--- src/bsc_defs.svh ---
// constants of the boundary-scan cell chain: lengths, cell masks, enable cell positions
// assumes the includer indexes the chain as bit k-1 for cell k, bit 0 next to the serial input
//
// Operation
// - cells chained serially, cell 1 at serial input, higher cells toward serial output.
// - cells 1-2 are enable/config inputs, 16-17 size outputs, 18-46 address bits 0-28.
// - cells 3-4 gated by cell 1, other outputs by cell 15, cell 14 ungated.
// - chain contents after power-up are undefined; nobody may rely on them.
// - chain contents need not survive a test reset.
// - serial output driver turns on on entering shift-dr or shift-ir.
// - serial output returns to high impedance on leaving shift-dr or shift-ir.
// - under sample/preload and extest, cells capture on rising test clock in capture-dr.
// - test clock may halt in either phase indefinitely without losing state.
// - in test control, enable cells replace core enables on the output drivers.
// - under extest, updated latches drive pins and core at once.
// - under sample/preload, updated latches reach neither pins nor core.
// - under clamp, outputs come from existing latches, which stay unchanged.
`ifndef BSC_DEFS_SVH
`define BSC_DEFS_SVH

// ==========================================================
// chain geometry
`define CHAIN_LEN 46
`define CHAIN_MSB 45
`define MSE_BIT 0
`define ABE_BIT 14

// ==========================================================
// cell masks, bit k-1 for cell k
`define IN_MASK 46'h0000_0000_5f83
`define OUT_MASK 46'h3fff_ffff_a07c
`define MSE_GATED 46'h0000_0000_000c
`define ABE_GATED 46'h3fff_ffff_8070
`define UNGATED 46'h0000_0000_2000

// ==========================================================
// snapshot buffer
`define SNAP_DEPTH 8

`endif

--- src/bsc_pkg.sv ---
// types shared by the boundary-scan cell chain
// assumes the tap controller reports its state and instruction class in these types
package bsc_pkg;

  typedef enum logic [3:0] {
    TAP_RESET, TAP_IDLE, TAP_SEL_DR, TAP_CAP_DR, TAP_SHIFT_DR, TAP_EXIT1_DR, TAP_PAUSE_DR, TAP_EXIT2_DR,
    TAP_UPD_DR, TAP_SEL_IR, TAP_CAP_IR, TAP_SHIFT_IR, TAP_EXIT1_IR, TAP_PAUSE_IR, TAP_EXIT2_IR, TAP_UPD_IR
  } tap_state_t;

  typedef enum logic [2:0] {
    SCAN_NORMAL, SCAN_SAMPLE, SCAN_EXTEST, SCAN_CLAMP, SCAN_HIGHZ
  } scan_mode_t;

  typedef struct packed {
    tap_state_t state;
    scan_mode_t mode;
  } tap_ctl_t;

endpackage : bsc_pkg

--- src/bsc_chain.sv ---
// boundary-scan cell chain: shift stages, update latches, pad muxing, serial output driver
// assumes a tap controller on i_ref_clk reports the state entered at each sampled test clock edge
`timescale 1ns/1ps
`include "bsc_defs.svh"

// ==========================================================
// snapshot fifo
module bsc_snap_fifo #(
  parameter int WIDTH = 46,
  parameter int DEPTH = 8
) (
  // clock and reset
  input wire logic i_ref_clk,
  input wire logic i_rstn,
  // filling side
  input wire logic i_in_valid,
  input wire logic [WIDTH-1:0] i_in_data,
  output logic o_in_ready,
  // draining side
  output logic o_out_valid,
  output logic [WIDTH-1:0] o_out_data,
  input wire logic i_out_ready
);
  localparam int AW = $clog2(DEPTH);
  logic [WIDTH-1:0] mem [DEPTH];
  logic [AW-1:0] wr_q;
  logic [AW-1:0] rd_q;
  logic [AW:0] cnt_q;
  logic push;
  logic pop;

  assign o_in_ready = (cnt_q != (AW+1)'(DEPTH));
  assign o_out_valid = (cnt_q != '0);
  assign o_out_data = mem[rd_q];
  assign push = i_in_valid && o_in_ready;
  assign pop = o_out_valid && i_out_ready;

  always_ff @(posedge i_ref_clk) begin
    if (push) begin
      mem[wr_q] <= i_in_data;
    end
  end

  always_ff @(posedge i_ref_clk or negedge i_rstn) begin
    if (!i_rstn) begin
      wr_q <= '0;
      rd_q <= '0;
      cnt_q <= '0;
    end else begin
      if (push) begin
        wr_q <= (wr_q == AW'(DEPTH-1)) ? '0 : wr_q + 1'b1;
      end
      if (pop) begin
        rd_q <= (rd_q == AW'(DEPTH-1)) ? '0 : rd_q + 1'b1;
      end
      cnt_q <= cnt_q + (AW+1)'(push) - (AW+1)'(pop);
    end
  end
endmodule : bsc_snap_fifo

// ==========================================================
// chain top
module bsc_chain
  import bsc_pkg::*;
(
  // clock and reset
  input wire logic i_ref_clk,
  input wire logic i_rstn,
  // test access pins
  input wire logic i_tck,
  input wire logic i_tdi,
  input wire logic i_trst_n,
  output logic o_tdo,
  output logic o_tdo_oe,
  // tap controller view, same clock
  input wire tap_ctl_t i_tap,
  input wire logic i_alt_tdo,
  // pads and core
  input wire logic [`CHAIN_MSB:0] i_pad_in,
  input wire logic [`CHAIN_MSB:0] i_core_out,
  input wire logic i_core_oe_mse,
  input wire logic i_core_oe_abe,
  output logic [`CHAIN_MSB:0] o_pad_out,
  output logic [`CHAIN_MSB:0] o_pad_oe,
  output logic [`CHAIN_MSB:0] o_core_in,
  // capture snapshot stream
  output logic o_snap_valid,
  output logic [`CHAIN_MSB:0] o_snap_data,
  input wire logic i_snap_ready,
  output logic o_snap_room
);
  localparam int N = `CHAIN_LEN;

  // ==========================================================
  // pin synchronisers and test clock edges
  logic [N+2:0] sync1_q;
  logic [N+2:0] sync2_q;
  logic tck_prev_q;
  logic tck_s;
  logic tdi_s;
  logic trst_n_s;
  logic [N-1:0] pad_in_s;
  logic rise;
  logic fall;

  always_ff @(posedge i_ref_clk or negedge i_rstn) begin
    if (!i_rstn) begin
      sync1_q <= '0;
      sync2_q <= '0;
      tck_prev_q <= 1'b0;
    end else begin
      sync1_q <= {i_pad_in, i_trst_n, i_tdi, i_tck};
      sync2_q <= sync1_q;
      tck_prev_q <= tck_s;
    end
  end

  assign tck_s = sync2_q[0];
  assign tdi_s = sync2_q[1];
  assign trst_n_s = sync2_q[2];
  assign pad_in_s = sync2_q[N+2:3];
  // edges only, no watchdog, so a halted clock in either phase just waits
  assign rise = tck_s && !tck_prev_q;
  assign fall = !tck_s && tck_prev_q;

  // ==========================================================
  // shift stages and update latches
  logic [N-1:0] shift_q;
  logic [N-1:0] upd_q;
  logic [N-1:0] cap_vec;
  logic bs_sel;
  logic ext;
  logic in_shift;

  assign bs_sel = (i_tap.mode == SCAN_SAMPLE) || (i_tap.mode == SCAN_EXTEST);
  assign ext = (i_tap.mode == SCAN_EXTEST) || (i_tap.mode == SCAN_CLAMP) || (i_tap.mode == SCAN_HIGHZ);
  assign in_shift = (i_tap.state == TAP_SHIFT_DR) || (i_tap.state == TAP_SHIFT_IR);
  // input cells see the pad, output cells the level they drive
  assign cap_vec = (pad_in_s & `IN_MASK) | (o_pad_out & `OUT_MASK);

  // reset value is only for a clean simulation; software sees no meaning in it
  always_ff @(posedge i_ref_clk or negedge i_rstn) begin
    if (!i_rstn) begin
      shift_q <= '0;
    end else if (!trst_n_s) begin
      shift_q <= '0;
    end else if (rise && bs_sel && i_tap.state == TAP_CAP_DR) begin
      shift_q <= cap_vec;
    end else if (rise && bs_sel && i_tap.state == TAP_SHIFT_DR) begin
      shift_q <= {shift_q[N-2:0], tdi_s};
    end
  end

  // separate latch so shifting never ripples onto the pins
  always_ff @(posedge i_ref_clk or negedge i_rstn) begin
    if (!i_rstn) begin
      upd_q <= '0;
    end else if (!trst_n_s) begin
      upd_q <= '0;
    end else if (fall && bs_sel && i_tap.state == TAP_UPD_DR) begin
      upd_q <= shift_q;
    end
  end

  // ==========================================================
  // serial output, changes on the falling test clock edge
  always_ff @(posedge i_ref_clk or negedge i_rstn) begin
    if (!i_rstn) begin
      o_tdo <= 1'b0;
      o_tdo_oe <= 1'b0;
    end else if (fall) begin
      o_tdo <= bs_sel ? shift_q[N-1] : i_alt_tdo;
      o_tdo_oe <= in_shift;
    end
  end

  // ==========================================================
  // pad and core muxing
  logic [N-1:0] bs_oe;
  logic [N-1:0] core_oe;

  always_comb begin
    bs_oe = (`MSE_GATED & {N{upd_q[`MSE_BIT]}}) | (`ABE_GATED & {N{upd_q[`ABE_BIT]}}) | `UNGATED;
    core_oe = (`MSE_GATED & {N{i_core_oe_mse}}) | (`ABE_GATED & {N{i_core_oe_abe}}) | `UNGATED;
  end

  always_ff @(posedge i_ref_clk or negedge i_rstn) begin
    if (!i_rstn) begin
      o_pad_out <= '0;
      o_pad_oe <= '0;
    end else begin
      o_pad_out <= (ext ? upd_q : i_core_out) & `OUT_MASK;
      o_pad_oe <= (i_tap.mode == SCAN_HIGHZ) ? '0 : (ext ? bs_oe : core_oe);
    end
  end

  always_ff @(posedge i_ref_clk or negedge i_rstn) begin
    if (!i_rstn) begin
      o_core_in <= '0;
    end else begin
      o_core_in <= ((i_tap.mode == SCAN_EXTEST) ? upd_q : pad_in_s) & `IN_MASK;
    end
  end

  // ==========================================================
  // capture snapshots; a full buffer drops the snapshot, never the capture
  logic fifo_in_ready;
  logic fifo_out_valid;
  logic [N-1:0] fifo_out_data;
  logic fifo_pop;

  assign fifo_pop = fifo_out_valid && (!o_snap_valid || i_snap_ready);

  bsc_snap_fifo #(
    .WIDTH(N),
    .DEPTH(`SNAP_DEPTH)
  ) u_fifo (
    .i_ref_clk(i_ref_clk),
    .i_rstn(i_rstn),
    .i_in_valid(rise && bs_sel && trst_n_s && i_tap.state == TAP_CAP_DR),
    .i_in_data(cap_vec),
    .o_in_ready(fifo_in_ready),
    .o_out_valid(fifo_out_valid),
    .o_out_data(fifo_out_data),
    .i_out_ready(!o_snap_valid || i_snap_ready)
  );

  always_ff @(posedge i_ref_clk or negedge i_rstn) begin
    if (!i_rstn) begin
      o_snap_valid <= 1'b0;
      o_snap_data <= '0;
      o_snap_room <= 1'b0;
    end else begin
      o_snap_room <= fifo_in_ready;
      if (fifo_pop) begin
        o_snap_valid <= 1'b1;
        o_snap_data <= fifo_out_data;
      end else if (i_snap_ready) begin
        o_snap_valid <= 1'b0;
      end
    end
  end
endmodule : bsc_chain

--- config.mk ---
export PLATFORM = sky130hd
export DESIGN_NAME = bsc_chain
export DESIGN_NICKNAME = d
export VERILOG_FILES = /design/src/bsc_pkg.sv /design/src/bsc_chain.sv
export VERILOG_INCLUDE_DIRS = /design/src
export SDC_FILE = /design/constraint.sdc
export NUM_CORES = 1
export LEC_CHECK = 0
export ABC_CLOCK_PERIOD_IN_PS = 6400
export BUFFER_PORTS_ARGS = -buffer_cell sky130_fd_sc_hd__buf_4
export CELL_PAD_IN_SITES_DETAIL_PLACEMENT = 0
export CELL_PAD_IN_SITES_GLOBAL_PLACEMENT = 1
export CORE_MARGIN = 2
export CORE_UTILIZATION = 45
export CTS_BUF_LIST = sky130_fd_sc_hd__clkbuf_8
export DETAILED_ROUTE_END_ITERATION = 12
export MAX_ROUTING_LAYER = met4
export PLACE_DENSITY = 0.89
export SKIP_LAST_GASP = 1
export SLEW_MARGIN = 20
export SYNTH_ARGS = -nofsm -noshare
export SYNTH_HDL_FRONTEND = slang
export SYNTH_SLANG_ARGS = --single-unit
--- constraint.sdc ---
create_clock -name i_ref_clk -period 6.4 [get_ports i_ref_clk]
set_input_delay 1.28 -clock i_ref_clk [delete_from_list [all_inputs] [get_ports i_ref_clk]]
set_output_delay 1.28 -clock i_ref_clk [all_outputs]
set_load 0.1 [all_outputs]
# Yosys cells after proc, flatten, opt, wreduce, memory -nomap -nowiden
# Memories as Yosys holds them, arrays and structs flattened. A register that Yosys moved wholly into a read port is not among the register bits.
# Index checks and enable logic that the tools add are counted.
[totals] output_inout_bits=188 elab_cells=74 mem_bits_rw=368 inputBits=108 reg_bits=235 mem_count=1
[memory_table] name="u_fifo.mem" words=8 word_bits=46 rd=1 rd_ports_with_merged_regs=1 write_ports=1 line="bsc_chain.sv:25" text="logic [WIDTH-1:0] mem [DEPTH];"
[op_classes] eq_ne=13 bitwise_logic=3 n_mux=16 n_addsub=4 reduce_logical=22
[op_table] op="two-way mux 46 bit" count=8
[op_table] op="OR 4 x 46 -> 46 bit" count=2
[op_table] op="OR 15 x 46 -> 46 bit" count=1
[op_table] op="two-way mux 15 bit" count=1
[op_table] op="logical AND 1 bit" count=11
[op_table] op="== test 3 bit (second input constant)" count=3
[op_table] op="== test 4 bit (second input constant)" count=2
[op_table] op="adder 3 x 1 -> 3 bit (second input constant)" count=2
[op_table] op="== test 3 x 2 -> 1 bit (second input constant)" count=2
[op_table] op="two-way mux 3 bit" count=2
[op_table] op="logical OR 1 bit" count=5
[op_table] op="two-way mux 1 bit" count=5
[op_table] op="adder 4 x 1 -> 4 bit" count=1
[op_table] op="== test 4 x 2 -> 1 bit (second input constant)" count=1
[op_table] op="== test 4 x 3 -> 1 bit (second input constant)" count=1
[op_table] op="logical NOT 1 bit" count=4
[op_table] op="inequality test 4 bit (second input constant)" count=1
[op_table] op="nonzero test 4 bit" count=1
[op_table] op="subtractor 4 x 1 -> 4 bit" count=1
[op_table] op="== test 3 x 1 -> 1 bit (second input constant)" count=1
[op_table] op="inequality test 3 x 1 -> 1 bit (second input constant)" count=1
[op_table] op="inequality test 2 x 1 -> 1 bit (second input constant)" count=1
[op_table] op="nonzero test 2 bit" count=1

# Depth between registers and ports, before layout
# Gate-level depths: netlist of the first run.
[logic_depth] word_depth=8 mapped_depth=12 ltp_nobuf=10

# Cells and area by module
# A second synthesis of the first run with hierarchy kept.
[unflattened] cells_unflattened=1381 hier_area_um2=23676.5
[modules_own_cells] module="bsc_snap_fifo" area_each_um2=14415.1 cells_each=589 n_inst=1 seq_area_each_um2=11300.8
[modules_own_cells] module="bsc_chain" area_each_um2=9261.4 cells_each=792 n_inst=1 seq_area_each_um2=5405.2

# Least setup slack after synthesis of the first run
# Ideal clock, no wire load.
[synth_path] path_kind="input to register" from="in i_tap[5] (netlist name)" to="mem u_fifo.mem[0][0], enable pin" setup_time_ns=0.565 arrival_time_ns=6.569 setup_slack_ns=-0.734 stages=5 n_path_buf=1 t_required_ns=5.835 cell_sequence="nand3b_1 -> clkbuf_1 -> a21oi_1 -> nand3_1 -> nor4_1"
[synth_via] elab_chain_len=5
[synth_lines] element="start, declared" line="bsc_chain.sv:76" text="input wire tap_ctl_t i_tap,"
[synth_lines] element="== test 4 x 2 -> 1 bit" line="bsc_chain.sv:220" text=".i_in_valid(rise && bs_sel && trst_n_s && i_tap.state == TAP_CAP_DR),"
[synth_lines] element="logical AND 1 bit" line="bsc_chain.sv:220"
[synth_lines] element="logical AND 1 bit" line="bsc_chain.sv:35" text="assign push = i_in_valid && o_in_ready;"
[synth_lines] element="two-way mux 1 bit" line="bsc_chain.sv:39" text="if (push) begin"
[synth_lines] element="two-way mux 1 bit (not written as such)" line="bsc_chain.sv:40" text="mem[wr_q] <= i_in_data;"
[synth_lines] element="end, declared" line="bsc_chain.sv:25"
# No other way between the ends.

# Final worst setup path of the first run
[layout_path] from="in i_tap[1] (netlist name)" to="mem u_fifo.mem[5][35], enable pin"
[layout_via] elab_chain_len=8 elab_cells_between_ends=9 classes_between="2 x eq/ne; 2 x mux; 5 x reduce/logical"
[layout_lines] element="== test 3 x 1 -> 1 bit or == test 3 x 2 -> 1 bit (tied branches)" line="bsc_chain.sv:135" text="assign bs_sel = (i_tap.mode == SCAN_SAMPLE) || (i_tap.mode == SCAN_EXTEST);"
[layout_lines] element="logical OR 1 bit (*)" line="bsc_chain.sv:135"
[layout_lines] element="logical AND 1 bit (*) (3 in series)" line="bsc_chain.sv:220"
[layout_lines] element="logical AND 1 bit (*)" line="bsc_chain.sv:35"
[layout_lines] element="two-way mux 1 bit (*)" line="bsc_chain.sv:39"
[layout_lines] element="two-way mux 1 bit (not written as such) (*)" line="bsc_chain.sv:40"
# Every way passes the cells marked *; elsewhere a longest branch is shown, timed or not.

==> impl_metrics.yaml, run 1 <==
status:
  status: "complete, no violations"
critical_path:
  path_buf_inv: 2
  cp_common_cell: "buf_4"
  cpMaxStageDelayCell: "nor2_4"
  critPathRequiredTime_ns: 6.70
  cp_cell_sequence: "buf_4 -> xnor2_1 -> nor4_1 -> nand4_1 -> nor2_4 -> buf_4"
  reg2reg_from: "tck_prev_q$_DFF_PN0_"
  ff2ff_path_depth: 5
  cp_slowest_stage_delay_ns: 0.83
  crit_cells: 6
  end_kind: "flop"
  start_kind: "primary input"
  r2r_end: "u_fifo.mem[5][35]$_DFFE_PP_"
  crit_end: "u_fifo.mem[5][35]$_DFFE_PP_"
  worstSetupPathType: "primary input to flop"
  cp.arrival_ns: 4.13
  r2r_setup_slack_ns: 3.11
  startpoint: "i_tap[1]"
  path_max_fanout: 26
  path_delay_family: "simple AND/OR/NAND/NOR gates"
power:
  power_density_nw_per_um2: 413.0
  irDropWorstVdd_uv: 248.7
  total_leakage_power_nw: 10.72
synthesis:
  yosys-top-cells-area: "edfxtp_1 46%, dfrtp_1 24%, mux2i_1 7.7%"
  yosysTopAreaCellShare: 0.4619
  ys_ff_latch: 594
  synth_cells: 1593
  ys_types: 39
  yosys.area.top_type: "edfxtp_1"
  synth_flop_cell: "edfxtp_1"
  synthArstFlopShare: 0.3805
  ys_seq_area_frac: 0.6984
  synth_edf_count: 368
  synth_warnings: 0
  avgSynthCellArea_um2: 15.02
  syn_area_um2: 23920
cts:
  cts.sinks: 594
  cts_max_path_buffers: 3
  post-cts-setup-buffers: 0
  ctsHoldBuffers: 0
  htreeDepth: 3
  cts_buffers: 92
  clkSlewWorstSetupHoldPaths_ns: 0.06
  cts_tree: "yes"
  insertion_delay_ns: 0.66
  post_cts_resized: 0
  cts-root-buf: "clkbuf_8"
routing:
  num_vias: 13560
  dr.pass1.iters: 5
  drt-initial-drc-count: 1101
  routed_wirelength_um: 53870
  wl_per_cell_um: 21.50
  vias_per_cell: 5.411
  drc: 0
  ant_nets: 0
finish:
  utilization: 0.5178
  area.growth.synth_to_final_pct: 13.75
  nFillCells: 4284
  final_layout_size_suffix_gt1_frac: 0.2511
  fin_nets: 1859
floorplan:
  die_h_um: 234.6
  ios: 296
  start_util: 0.4552
  rows: 84
  die_w_um: 234.6
  core_area_um2: 52550
  fp.dieArea_um2: 55020
grt:
  grt_pass1_vias: 13700
  grt_overflow_total: 0
  grt_max_degree: 109
  grt_util_all_layers: 0.2010
  antenna_found_initial: 1
  grt_pass1_wl_um: 80970
flow_run:
  drv_cap: 0
sta:
  drv_slew: 0
  clock_skew_ns: 0.02568
  fin_crit_ns: 3.831
  final-hold-violation-count: 0
  tightest_slew_ns: 1.069
  finalSetupTns_ns: 0
  timing.fmax_ghz: 0.2610
  max_slew_margin: 0.2847
  rsz0062_at_grt: "false"
  setup_viol: 0
  min_period_over_period: 0.5987
placement:
  dp_hpwl_um: 31110
  port_buffers: 194
  gp_congestion: 0.7590
worst_hold_path:
  hp-class: "flop to flop"
## power breakdown
| group | switching (mW) | internal (mW) |
|---|---|---|
| Combinational | 2.71 | 0.914 |
| Sequential | 0.239 | 4.31 |
| Clock | 1.44 | 1.63 |
## cell usage after synthesis, drive strengths merged (4+ instances only)
cell    instances
o22a           46
buf           166
nand2         195
edfxtp        368
a21boi         46
mux2           50
ha             10
dfrtp         226
inv             8
a21oi           5
a22oi          92
o221a          46
nor3            5
nand3          47
nor2           10
nand2b          5
clkbuf         54
o21ai           4
mux2i         185
## worst reg2reg max path, cell delays in order (launching register included)
cell      delay [ns]
dfrtp_1         0.38
nand2b_1        0.16
nor4_1          0.55
nand4_1         0.53
nor2_4          0.84
buf_4           0.48
## state kept, by name (all words and copies together) (netlist names)
| name | cells |
|---|---|
| o_core_in | 9 |
| o_pad_oe | 3 |
| o_pad_out | 37 |
| o_snap_data | 46 |
| o_snap_room | 1 |
| o_snap_valid | 1 |
| o_tdo | 1 |
| o_tdo_oe | 1 |
| shift_q | 46 |
| sync1_q | 12 |
| sync2_q | 12 |
| tck_prev_q | 1 |
| u_fifo.cnt_q | 4 |
| u_fifo.mem | 368 |
| u_fifo.rd_q | 3 |
| u_fifo.wr_q | 3 |
| upd_q | 46 |
## layout make-up
class	count	area [um2]	share of cell area
Inverter	8	30.03	0.001104
Tap cell	688	860.8	0.03164
Clock inverter	64	351.6	0.01292
Clock buffer	106	1459	0.05361
Sequential cell	594	16710	0.6141
Timing Repair Buffer	219	1677	0.06161
Multi-Input combinational cell	825	6117	0.2248
Antenna cell	2	5.005	0.0001839
## placed cells by master, fill, tap and decap left out, drive strengths merged, types with 2 or more instances in the layout
cell type,netlist,layout
nand2b,5,5
and2,2,2
nand3,47,47
o21ai,4,4
clkinvlp,0,5
bufinv,0,3
a21o,3,3
o22a,46,46
inv,8,43
o22ai,2,2
a22oi,92,92
nor4,3,3
nand2,195,195
edfxtp,368,368
nand3b,3,3
clkinv,0,21
or4,2,2
a21oi,5,5
a21boi,46,46
mux2,50,50
dfrtp,226,226
nor2b,3,3
nor2,10,10
ha,10,10
diode,0,2
nor3,5,5
clkbuf,54,106
xor2,2,2
conb,1,55
o221a,46,46
mux2i,185,185
buf,166,219
## metrics by stage
step | setup WS [ns] | std cells | instance area, um2 | hold slack [ns] | power [mW]
after floorplan | 0.5106 | 1647 | 24130 | 0.3312 | 7.410
after global placement | 1.990 | 2334 | 25400 | 0.3339 | 8.188
final | 2.569 | 2506 | 27210 | 0.3461 | 11.24
after detailed placement | 1.935 | 2334 | 25400 | 0.3355 | 8.251
after global routing | 2.389 | 2505 | 27210 | 0.3583 | 11.68
after CTS | 2.625 | 2504 | 27210 | 0.3488 | 11.33
## cell families (layout without fill, tap and decap cells)
group	count (synthesis)	after routing	synth area share
flip-flops	594	594	0.6984
buffers and inverters	228	397	0.05827
AO/OA/AOI/OAI	244	244	0.08562
multiplexers	235	235	0.1009
AND/OR/NAND/NOR	277	277	0.04948
other	1	57	0.0001568
XOR/XNOR	3	3	0.001099
adder cells (fa/ha/maj)	11	11	0.006067
## worst min-delay path by stage
stage / from / end / cells after the start
3_5_place_dp: sync1_q[1]$_DFF_PN0_ / sync2_q[1]$_DFF_PN0_ / 0
6_report: sync1_q[4]$_DFF_PN0_ / sync2_q[4]$_DFF_PN0_ / 0
3_3_place_gp: sync1_q[3]$_DFF_PN0_ / sync2_q[3]$_DFF_PN0_ / 0
5_1_grt: sync1_q[13]$_DFF_PN0_ / sync2_q[13]$_DFF_PN0_ / 0
2_1_floorplan: sync1_q[0]$_DFF_PN0_ / sync2_q[0]$_DFF_PN0_ / 0
4_1_cts: sync1_q[4]$_DFF_PN0_ / sync2_q[4]$_DFF_PN0_ / 0
## metal layers
layer / part of all wire / global-route usage
met4: 0.023 / 0.06722
met5: 0 / -
met2: 0.47 / 0.3038
met1: 0.43 / 0.2676
met3: 0.078 / 0.04930
Power figures use the tool's default switching activity.
==> inputs of run 2 (changes only) <==
--- a/config.mk
+++ b/config.mk
@@ -6,7 +6,7 @@
 export SDC_FILE = /design/constraint.sdc
 export NUM_CORES = 1
 export LEC_CHECK = 0
-export ABC_CLOCK_PERIOD_IN_PS = 6400
+export ABC_CLOCK_PERIOD_IN_PS = 3200
 export BUFFER_PORTS_ARGS = -buffer_cell sky130_fd_sc_hd__buf_4
 export CELL_PAD_IN_SITES_DETAIL_PLACEMENT = 0
 export CELL_PAD_IN_SITES_GLOBAL_PLACEMENT = 1
==> constraint.sdc (replaced) <==
create_clock -name i_ref_clk -period 3.2 [get_ports i_ref_clk]
set_input_delay 0.64 -clock i_ref_clk [delete_from_list [all_inputs] [get_ports i_ref_clk]]
set_output_delay 0.64 -clock i_ref_clk [all_outputs]
set_load 0.1 [all_outputs]
==> impl_metrics.yaml, run 2 (synthesis results as in run 1) <==
critical_path:
  path_delay_family: "flip-flops"
  path_max_fanout: 34
  cp_cell_sequence: "buf_4"
  reg2reg_from: "u_fifo.cnt_q[1]$_DFF_PN0_"
  path_buf_inv: 1
  cp.arrival_ns: 2.07
  startpoint: "o_pad_oe[44]$_DFF_PN0_"
  cpMaxStageDelayCell: "dfrtp_1"
  end_kind: "output pin"
  worstSetupPathType: "flop to output pin"
  critPathRequiredTime_ns: 2.56
  start_kind: "flop"
  cp_slowest_stage_delay_ns: 0.97
grt:
  grt_pass1_wl_um: 81440
  grt_overflow_total: 0
  antenna_found_initial: 0
  grt_pass1_vias: 13830
  grt_max_degree: 93
  grt_util_all_layers: 0.2016
routing:
  ant_nets: 0
  drc: 0
  wl_per_cell_um: 21.28
  vias_per_cell: 5.363
  dr.pass1.iters: 5
  drt-initial-drc-count: 991
  routed_wirelength_um: 53720
  num_vias: 13540
worst_hold_path:
  worstHoldStart: "i_trst_n"
  hp-class: "primary input to flop"
flow_run:
  drv_cap: 0
sta:
  drv_slew: 0
  final-hold-violation-count: 0
  setup_viol: 0
  max_slew_margin: 0.3607
  fin_crit_ns: 2.710
  rsz0062_at_grt: "false"
  tightest_slew_ns: 0.9590
  finalSetupTns_ns: 0
  min_period_over_period: 0.8468
  timing.fmax_ghz: 0.3690
  clock_skew_ns: 0.02453
  hold_ws_ns: 0.09091
power:
  irDropWorstVdd_uv: 489.4
  power_density_nw_per_um2: 820.4
  total_leakage_power_nw: 10.82
  total_power_mw: 22.59
cts:
  cts-root-buf: "clkbuf_8"
  insertion_delay_ns: 0.66
  cts_buffers: 94
  cts.sinks: 594
  cts_tree: "yes"
  htreeDepth: 3
  cts_max_path_buffers: 3
  clkSlewWorstSetupHoldPaths_ns: 0.06
finish:
  layout_common_cells: "368 x edfxtp_1, 224 x dfrtp_1, 213 x buf_4"
  fin_area_um2: 27530
  area.growth.synth_to_final_pct: 15.10
  utilization: 0.5240
  mostFrequentLayoutCell: "edfxtp_1"
  fin_nets: 1871
  largest_register_ffs: 368
  largest_register: "u_fifo.mem"
  final_layout_size_suffix_gt1_frac: 0.2606
floorplan:
  ios: 296
  core_area_um2: 52550
  rows: 84
  fp.dieArea_um2: 55020
  die_h_um: 234.6
  die_w_um: 234.6
  start_util: 0.4552
status:
  status: "complete, no violations"
placement:
  dp_hpwl_um: 31190
  place_area_um2: 25670
  gp_congestion: 0.7741
  port_buffers: 194
-- run 2: cell types whose count changed in the layout (fill, tap and decap cells not counted), moves of 2 or more --
| cell | delta |
|---|---|
| clkinv_1 | +5 |
| buf_12 | +12 |
| inv_1 | -5 |
| nor3_2 | -2 |
| nor3_4 | +2 |
| clkinv_2 | +9 |
| clkinvlp_4 | +2 |
| clkbuf_8 | -4 |
| buf_4 | -3 |
-- run 2: layout make-up --
class	count	area, um2
multi-input combinational	825	6177
sequential	594	16710
timing repair buffer	229	1904
antenna	2	5.005
inverter	8	30.03
tap	688	860.8
clock inverter	76	441.7
clock buffer	102	1404
fill	4263	25020
-- run 2: timing repair --
item,in CTS,in global routing
resized for setup,0,0
hold buffers,1,0
setup buffers,0,0
hold endpoints to repair,40,0
-- run 2: routing by layer --
metal	GRT usage	vias to the layer above	share of wire
met1	0.2751	6924	0.45
met2	0.3038	431	0.47
met5	-	-	0
met3	0.03876	76	0.060
met4	0.07075	0	0.023
li1	-	6105	-
-- run 2: worst paths after layout --
| kind | to | slack [ns] | cells after the start |
|---|---|---|---|
| hold reg to reg | sync2_q[15]$_DFF_PN0_ | 0.35 | 0 |
| setup reg to reg | u_fifo.cnt_q[2]$_DFF_PN0_ | 0.95 | 8 |
| setup / recovery | o_pad_oe[32] | 0.49 | 1 |
| max in group asynchronous | shift_q[2]$_DFFE_PN0P_ | 1.98 | 3 |
| min in group asynchronous | o_snap_data[24]$_DFFE_PN0P_ | 0.49 | 2 |
| hold / removal | sync1_q[2]$_DFF_PN0_ | 0.09 | 1 |
-- run 2: report_power, final --
part	internal (mW)	leakage, nW	total (mW)	switching [mW]
combinational	1.89	3.54	7.32	5.43
clock	3.28	1.04	6.22	2.94
sequential	8.62	6.23	9.05	0.437
total	13.8	10.8	22.6	8.81
-- run 2: through the flow --
step | cells | setup WS (ns)
after floorplan | 1647 | -0.6591
after global placement | 2343 | 0.5699
after detailed placement | 2343 | 0.5347
after CTS | 2522 | 0.3927
after global routing | 2522 | 0.3364
final | 2524 | 0.4901
